File: config.mk
export PLATFORM = sky130hd
export DESIGN_NAME = tpr_top
export DESIGN_NICKNAME = d
export VERILOG_FILES = /design/src/rtl/tpr_pkg.sv /design/src/rtl/tpr_top.sv /design/src/rtl/tpr_sync.sv
export SDC_FILE = /design/constraint.sdc
export NUM_CORES = 1
export LEC_CHECK = 0
export BUFFER_PORTS_ARGS = -buffer_cell sky130_fd_sc_hd__buf_2
export CORE_ASPECT_RATIO = 1.5
export CORE_MARGIN = 10
export CORE_UTILIZATION = 50
export CTS_CLUSTER_SIZE = 20
export DETAILED_ROUTE_END_ITERATION = 8
export GPL_TIMING_DRIVEN = 0
export PLACE_DENSITY = 0.79
export RECOVER_POWER = 50
export SETUP_SLACK_MARGIN = 0.3
export SLEW_MARGIN = 20
export SYNTH_ARGS = -nofsm -noshare
export SYNTH_HDL_FRONTEND = slang
export SYNTH_HIERARCHICAL = 1
export SYNTH_SLANG_ARGS = --single-unit
File: constraint.sdc
create_clock -name REF_CLK -period 4.9 [get_ports REF_CLK]
set_input_delay 0.735 -clock REF_CLK [delete_from_list [all_inputs] [get_ports REF_CLK]]
set_output_delay 0.735 -clock REF_CLK [all_outputs]
set_load 0.02 [all_outputs]
File: src/rtl/tpr_pkg.sv
// Package for the test port reset and identity block.
// Assumes a 125 MHz core clock and a slow external test clock sampled by it.
package tpr_pkg;
    // Identity register, memory-mapped byte address
    localparam logic [31:0] TPR_ID_ADDR = 32'h01B3F008;
    // Identity field positions
    localparam int TPR_VAR_LSB = 28;
    localparam int TPR_PART_LSB = 12;
    localparam int TPR_MFR_LSB = 1;
    // Identity values, arbitrary neutral codes
    localparam logic [3:0] TPR_VARIANT = 4'h1;
    localparam logic [15:0] TPR_PART = 16'h1234;
    localparam logic [10:0] TPR_MFR = 11'h055;
    // Instruction register
    localparam int TPR_IR_W = 4;
    localparam logic [TPR_IR_W-1:0] TPR_IR_RESET = 4'h1;
    localparam logic [TPR_IR_W-1:0] TPR_IR_IDCODE = 4'h1;
    localparam logic [TPR_IR_W-1:0] TPR_IR_BYPASS = 4'hF;
    localparam logic [TPR_IR_W-1:0] TPR_IR_CAPT = 4'h1;
    // Latched mode encodings
    localparam logic [1:0] TPR_MODE_RESET = 2'h3;

    typedef enum logic [15:0] {
        TPR_TLR = 16'h0001, TPR_RTI = 16'h0002, TPR_SDS = 16'h0004, TPR_CDR = 16'h0008,
        TPR_SHDR = 16'h0010, TPR_E1DR = 16'h0020, TPR_PDR = 16'h0040, TPR_E2DR = 16'h0080,
        TPR_UDR = 16'h0100, TPR_SIS = 16'h0200, TPR_CIR = 16'h0400, TPR_SHIR = 16'h0800,
        TPR_E1IR = 16'h1000, TPR_PIR = 16'h2000, TPR_E2IR = 16'h4000, TPR_UIR = 16'h8000
    } tpr_state_e;

    // Identity word, variant blanked while the core sits in reset
    function automatic logic [31:0] tpr_id_word(input logic core_up);
        tpr_id_word = {(core_up ? TPR_VARIANT : 4'h0), TPR_PART, TPR_MFR, 1'b1};
    endfunction : tpr_id_word
endpackage : tpr_pkg

File: src/rtl/tpr_top.sv
// Test access port reset, mode latch and identity register.
// Assumes test pins are asynchronous, test clock far slower than REF_CLK.
// Operation
// - Device reset resets core side; test reset resets test and emulation logic.
// - Core boots on device reset release; test reset may stay asserted forever.
// - Identity variant valid only after device reset; other instructions always work.
// - Test reset input reads asserted when undriven, via internal pulldown.
// - After device reset release, test reset rising edge latches mode pins.
// - Read-only 32-bit identity register at its fixed memory address.
// - Identity holds 4-bit variant, 16-bit part, 11-bit maker code.
// - Identity bit zero always reads one.
`timescale 1ns/1ns
`default_nettype none
module tpr_top (
    // Clock and synchronous reset
    input wire logic REF_CLK,
    input wire logic RESET,
    // Device reset pin, active low
    input wire logic DEV_RESET_N,
    // Test port pins
    input wire logic TEST_PORT_CLOCK,
    input wire logic TEST_RESET_N,
    input wire logic TEST_RESET_DRIVEN,
    input wire logic TMS,
    input wire logic TDI,
    output logic TDO,
    output logic TDO_OE,
    input wire logic [1:0] MODE_SELECT_PINS,
    // Status to the rest of the chip
    output logic CORE_RUN,
    output logic EMU_IN_RESET,
    output logic [1:0] MODE_LATCHED,
    output logic MODE_VALID,
    // Register port
    input wire logic [31:0] ADDR,
    input wire logic [31:0] WDATA,
    input wire logic WR,
    input wire logic RD,
    output logic [31:0] RDATA
);
    typedef struct packed {
        tpr_pkg::tpr_state_e st;
        logic tck;
        logic trst_n;
        logic [tpr_pkg::TPR_IR_W-1:0] ir_sh;
        logic [tpr_pkg::TPR_IR_W-1:0] ir;
        logic [31:0] dr_sh;
        logic tdo;
        logic tdo_oe;
        logic [1:0] mode;
        logic mode_ok;
        logic [31:0] rdata;
    } tpr_top_s;
    tpr_top_s r_q, r_d;

    logic [6:0] pins_s;
    logic tck_s, trst_raw_s, tms_s, tdi_s, dev_rst_n_s;
    logic [1:0] emu_s;
    logic trst_pin;
    logic tck_rise, tck_fall, trst_rise;

    // Undriven test reset pin is pulled low
    assign trst_pin = TEST_RESET_DRIVEN & TEST_RESET_N;

    tpr_sync #(.W(7)) u_sync (
        .clk(REF_CLK),
        .rst(RESET),
        .d({TEST_PORT_CLOCK, trst_pin, TMS, TDI, DEV_RESET_N, MODE_SELECT_PINS}),
        .q(pins_s)
    );
    assign {tck_s, trst_raw_s, tms_s, tdi_s, dev_rst_n_s, emu_s} = pins_s;

    assign tck_rise = tck_s & ~r_q.tck;
    assign tck_fall = ~tck_s & r_q.tck;
    // Test reset is honoured only on test clock rises, so it needs the clock
    assign trst_rise = tck_rise & trst_raw_s & ~r_q.trst_n;

    always_comb begin
        r_d = r_q;
        r_d.tck = tck_s;
        r_d.rdata = 32'h0;
        if (tck_rise) begin
            r_d.trst_n = trst_raw_s;
        end
        // Mode pins latched on test reset rise, only with core out of reset
        if (trst_rise && dev_rst_n_s) begin
            r_d.mode = emu_s;
            r_d.mode_ok = 1'b1;
        end
        // Reset acts on the rise that samples it low, so the driver drops on that same edge
        if ((!r_q.trst_n && !(tck_rise && trst_raw_s)) || (tck_rise && !trst_raw_s)) begin
            // Held test reset keeps port and emulation logic parked
            r_d.st = tpr_pkg::TPR_TLR;
            r_d.ir = tpr_pkg::TPR_IR_RESET;
            r_d.tdo_oe = 1'b0;
        end else if (tck_rise) begin
            // Standard controller transitions on test clock rise
            case (r_q.st)
                tpr_pkg::TPR_TLR: r_d.st = tms_s ? tpr_pkg::TPR_TLR : tpr_pkg::TPR_RTI;
                tpr_pkg::TPR_RTI: r_d.st = tms_s ? tpr_pkg::TPR_SDS : tpr_pkg::TPR_RTI;
                tpr_pkg::TPR_SDS: r_d.st = tms_s ? tpr_pkg::TPR_SIS : tpr_pkg::TPR_CDR;
                tpr_pkg::TPR_CDR: r_d.st = tms_s ? tpr_pkg::TPR_E1DR : tpr_pkg::TPR_SHDR;
                tpr_pkg::TPR_SHDR: r_d.st = tms_s ? tpr_pkg::TPR_E1DR : tpr_pkg::TPR_SHDR;
                tpr_pkg::TPR_E1DR: r_d.st = tms_s ? tpr_pkg::TPR_UDR : tpr_pkg::TPR_PDR;
                tpr_pkg::TPR_PDR: r_d.st = tms_s ? tpr_pkg::TPR_E2DR : tpr_pkg::TPR_PDR;
                tpr_pkg::TPR_E2DR: r_d.st = tms_s ? tpr_pkg::TPR_UDR : tpr_pkg::TPR_SHDR;
                tpr_pkg::TPR_UDR: r_d.st = tms_s ? tpr_pkg::TPR_SDS : tpr_pkg::TPR_RTI;
                tpr_pkg::TPR_SIS: r_d.st = tms_s ? tpr_pkg::TPR_TLR : tpr_pkg::TPR_CIR;
                tpr_pkg::TPR_CIR: r_d.st = tms_s ? tpr_pkg::TPR_E1IR : tpr_pkg::TPR_SHIR;
                tpr_pkg::TPR_SHIR: r_d.st = tms_s ? tpr_pkg::TPR_E1IR : tpr_pkg::TPR_SHIR;
                tpr_pkg::TPR_E1IR: r_d.st = tms_s ? tpr_pkg::TPR_UIR : tpr_pkg::TPR_PIR;
                tpr_pkg::TPR_PIR: r_d.st = tms_s ? tpr_pkg::TPR_E2IR : tpr_pkg::TPR_PIR;
                tpr_pkg::TPR_E2IR: r_d.st = tms_s ? tpr_pkg::TPR_UIR : tpr_pkg::TPR_SHIR;
                tpr_pkg::TPR_UIR: r_d.st = tms_s ? tpr_pkg::TPR_SDS : tpr_pkg::TPR_RTI;
                default: r_d.st = tpr_pkg::TPR_TLR;
            endcase
            case (r_q.st)
                tpr_pkg::TPR_TLR: r_d.ir = tpr_pkg::TPR_IR_RESET;
                // Identity capture works whatever the core reset; variant needs core up
                tpr_pkg::TPR_CDR: r_d.dr_sh = (r_q.ir == tpr_pkg::TPR_IR_BYPASS) ? 32'h0
                                              : tpr_pkg::tpr_id_word(dev_rst_n_s);
                tpr_pkg::TPR_SHDR: r_d.dr_sh = (r_q.ir == tpr_pkg::TPR_IR_BYPASS)
                                               ? {31'h0, tdi_s} : {tdi_s, r_q.dr_sh[31:1]};
                tpr_pkg::TPR_CIR: r_d.ir_sh = tpr_pkg::TPR_IR_CAPT;
                tpr_pkg::TPR_SHIR: r_d.ir_sh = {tdi_s, r_q.ir_sh[tpr_pkg::TPR_IR_W-1:1]};
                tpr_pkg::TPR_UIR: r_d.ir = r_q.ir_sh;
                default: r_d.ir = r_q.ir;
            endcase
        end
        // Output changes on test clock fall, driven only while shifting
        if (tck_fall) begin
            r_d.tdo_oe = (r_q.st == tpr_pkg::TPR_SHDR) || (r_q.st == tpr_pkg::TPR_SHIR);
            r_d.tdo = (r_q.st == tpr_pkg::TPR_SHIR) ? r_q.ir_sh[0] : r_q.dr_sh[0];
        end
        // Identity read-only; writes ignored
        if (RD && ADDR == tpr_pkg::TPR_ID_ADDR) begin
            r_d.rdata = tpr_pkg::tpr_id_word(dev_rst_n_s);
        end
    end

    always_ff @(posedge REF_CLK) begin
        if (RESET) begin
            r_q.st <= tpr_pkg::TPR_TLR;
            r_q.tck <= 1'b0;
            r_q.trst_n <= 1'b0;
            r_q.ir_sh <= '0;
            r_q.ir <= tpr_pkg::TPR_IR_RESET;
            r_q.dr_sh <= 32'h0;
            r_q.tdo <= 1'b0;
            r_q.tdo_oe <= 1'b0;
            r_q.mode <= tpr_pkg::TPR_MODE_RESET;
            r_q.mode_ok <= 1'b0;
            r_q.rdata <= 32'h0;
        end else begin
            r_q <= r_d;
        end
    end

    // Core runs on device reset alone, test reset state irrelevant
    assign CORE_RUN = dev_rst_n_s;
    assign EMU_IN_RESET = ~r_q.trst_n;
    assign MODE_LATCHED = r_q.mode;
    assign MODE_VALID = r_q.mode_ok;
    assign TDO = r_q.tdo;
    assign TDO_OE = r_q.tdo_oe;
    assign RDATA = r_q.rdata;
endmodule : tpr_top
`default_nettype wire

File: src/rtl/tpr_sync.sv
// Two-flop synchroniser for a bundle of pin levels.
// Assumes inputs are asynchronous to clk.
`timescale 1ns/1ns
`default_nettype none
module tpr_sync #(
    parameter int W = 1
) (
    // Clock and reset
    input wire logic clk,
    input wire logic rst,
    // Levels
    input wire logic [W-1:0] d,
    output logic [W-1:0] q
);
    typedef struct packed {
        logic [W-1:0] s1;
        logic [W-1:0] s2;
    } tpr_sync_s;
    tpr_sync_s r_q, r_d;

    always_comb begin
        r_d.s1 = d;
        r_d.s2 = r_q.s1;
    end

    always_ff @(posedge clk) begin
        if (rst) begin
            r_q <= '0;
        end else begin
            r_q <= r_d;
        end
    end

    assign q = r_q.s2;
endmodule : tpr_sync
`default_nettype wire

==> metrics.md <==
| Metric | Value |
|---|---|
| RSZ-0062 raised after global routing | false |
| # DRC | 0 |
| Layout cells sized above 1 | 26.10% |
| Post-synthesis cell count | 406 |
| Power per Cell Area | 282.2 nW/um^2 |
| Core outline area | 6944 sq um |
| Number of diodes | 0 |
| Slew HR | 14.78% |
| H-tree depth | 3 |
| Largest net degree at the start of global routing | 15 |
| Initial antenna violation count | 0 |
| GRT Overall Usage | 15.27% |
| Slowest CP cell | nor4_1 |
| Multi-input gate area | 1675 sq um |
| GPL Wtd Cong | 0.8662 |
| Max_cap viols | 0 |
| CP Launch Type | register |
| RR Startpoint | r_q[80] |
| Crit end category | register |
| Worst skew pair latency | 0.35 ns |
| # IOs | 115 |
| Critical path destination | r_q[37] |
| Number of synthesized flops with an enable pin | 0 |
| TNS Setup | 0 ns |
| Most common cell after layout, fill and taps aside | dfxtp_1 |
| Crit path depth | 6 |
| Cell area after synthesis | 3616 sq um |
| Hold Crit Class | register to register |
| Critical path type | register to register |
| Total congestion overflow | 0 |
| Max stage delay on crit path | 1.08 ns |
| FF-to-FF End | r_q[37] |
| Max Freq | 339.9 MHz |
| VDD IR-drop max | 0.2747 mV |
| Avg WL per Cell | 14.72 um |
| Dominant synthesized flop cell | dfxtp_1 |
| Design Area, Final | 4242 sq um |
| Post-synth top area cell | dfxtp_1 |
| Synth Area per Inst | 8.906 sq um |
| Register area | 1582 sq um |
| # fillers | 599 |
| CTS max path bufs | 2 |
| Setup Buffers After CTS | 0 |
| Vias in the first global route | 2914 |
| Clock slew at reported path FFs | 0.09 ns |
| Starting density of the core | 52.07% |
| Core Rows | 37 |
| Top-area cell type share of the netlist area | 43.74% |
| Crit path max fanout | 10 |
| Dpl cells | 564 |
| Crit path DAT | 3.16 ns |
| Worst r2r path cells | 6 |
| Placed Instance Area | 4089 sq um |
| Die area | 11100 sq um |
| Slew Viols, Final | 0 |
| Ys async rst share | 0% |
| Final hold vios | 0 |
| Worst clock skew | 0.01130 ns |
| Crit-path cells | clkbuf_1 > nor4_1 > nand4_1 > buf_2 > o311ai_0 > a21oi_1 |
| Critical path launch point | r_q[80] |
| CTS tree | done |
| YS warnings | 6 |
| Tcrit/Tclk final | 60.03% |
| Num CTS Buffers | 9 |
| Synth area leaders | dfxtp_1 44%, buf_4 7.3%, a22oi_1 6.4%, nor2_1 5.0%, nand2_1 3.6% |
| Post-DP HPWL | 6630 um |
| Static Leakage | 1.716 nW |
| Clock root cell | clkbuf_8 |
| Netlist cell types | 50 |
| CP Buf/Inv Count | 2 |
| Die height | 124.2 um |
| Minimum clock period | 2.942 ns |
| Vias/cell | 5.264 |
| Hold buffer count at CTS | 0 |
| DRT antenna net count | 0 |
| R2R setup slack | 1.96 ns |
| Global-route wire length before repair | 13540 um |
| Worst slew pin tran | 1.267 ns |
| Post-synthesis register bit count | 79 |
| Iter 0 DRT Violations | 129 |
| CP required | 5.12 ns |
| Outcome | finished clean |
| Layout Cells excl Fill | 580 |
| Layout area overhead | 17.30% |
| Drt first pass iters | 4 |
| Sequential cell area fraction in the yosys report | 43.74% |
| Vias | 3053 |
| CTS resizes | 0 |
| Top Family by Delay on Critical Path | simple AND/OR/NAND/NOR gates |
| DIE WIDTH | 89.44 um |
| Commonest non-fill, non-tap cells in the layout | 79 x dfxtp_1, 58 x buf_2, 48 x nor2_1, 35 x nand2_1, 31 x a22oi_1 |
| Layout net count | 573 |
| DRT Wirelength | 8537 um |
| Final setup violation count | 0 |
| TritonCTS Sinks | 79 |
| Port Buf Inserts | 60 |
-- cell usage after synthesis (all sizes together) (2+ instances only) --
library cell,count
nor2b,18
a22oi,31
a211oi,2
and3,3
a211o,2
nor4,10
xor2,2
dfxtp,79
a21oi,24
o21ai,6
o211ai,10
and4,2
xnor2,3
nor2,48
inv,8
a21o,2
and2,7
nand4b,2
a22o,2
and2b,3
nand2,36
nand3,7
nand4,8
buf,47
nor3b,5
nor4b,7
clkbuf,11
or2,2
nor3,7
-- worst reg2reg max path: stages (launching register included) --
cell      delay (ns)
dfxtp_1         0.30
clkbuf_1        0.17
nor4_1          1.08
nand4_1         0.42
buf_2           0.32
o311ai_0        0.40
a21oi_1         0.12
-- per-layer routing --
metal / up-vias / global-route usage (%) / part of all wire (%)
li1: 1553 / - / -
met2: 55 / 27.74 / 58
met5: - / 0 / 0
met4: 0 / 7.385 / 2.2
met3: 14 / 2.941 / 3.5
met1: 1431 / 16.29 / 37
-- power breakdown --
group,total (mW),internal [mW],switching (mW)
Combinational,0.0704,0.0316,0.0388
Clock,0.476,0.236,0.240
Sequential,0.650,0.647,0.00306
-- sequential cells by signal, summed over array words and instances (netlist names) --
register      flops
MODE_LATCHED      2
RDATA             2
TDO_OE            1
MODE_VALID        1
TDO               1
u_sync/r_d        7
r_q              58
u_sync/q          7
-- through the flow --
| stage | util [%] | hold WS (ns) | setup WS, ns | power [mW] |
|---|---|---|---|---|
| detailed placement | 58.88 | 0.4200 | 2.492 | 0.7356 |
| CTS | 61.69 | 0.4343 | 2.681 | 1.203 |
| global route | 61.08 | 0.4641 | 1.770 | 1.238 |
| floorplan | - | 0.4109 | 2.922 | 0.7117 |
| finish | 61.08 | 0.4282 | 1.958 | 1.197 |
| global placement | 58.88 | 0.4166 | 2.524 | 0.7344 |
-- area by class of cell --
class / count / area share (%)
Clock buffer: 9 / 2.920
Clock inverter: 7 / 1.681
Buffer: 58 / 8.791
Inverter: 8 / 0.7080
Tap cell: 78 / 2.301
Sequential cell: 79 / 37.29
Multi-Input combinational cell: 281 / 39.50
Timing Repair Buffer: 60 / 6.814
-- cells by family (layout without fill, tap and decap cells) --
| family | after synthesis | after routing | synth area share, % |
|---|---|---|---|
| AO/OA/AOI/OAI | 84 | 84 | 15.81 |
| XOR/XNOR | 5 | 5 | 1.211 |
| buffers and inverters | 66 | 142 | 11.59 |
| flip-flops | 79 | 79 | 43.74 |
| multiplexers | 2 | 2 | 0.5882 |
| other | 1 | 21 | 0.1037 |
| AND/OR/NAND/NOR | 169 | 169 | 26.96 |
-- worst min path at each step --
| stage | start | end | slack (ns) | cells after the start |
|---|---|---|---|---|
| after floorplan | u_sync/r_d[6] | u_sync/q[6] | 0.41 | 1 |
| after CTS | u_sync/r_d[6] | u_sync/q[6] | 0.43 | 1 |
| after detailed placement | u_sync/r_d[6] | u_sync/q[6] | 0.42 | 1 |
| final | u_sync/r_d[6] | u_sync/q[6] | 0.43 | 1 |
| after global routing | u_sync/r_d[3] | u_sync/q[3] | 0.46 | 1 |
| after global placement | u_sync/q[0] | MODE_LATCHED[0] | 0.42 | 1 |
No activity file was read; power rests on OpenSTA's default activity.
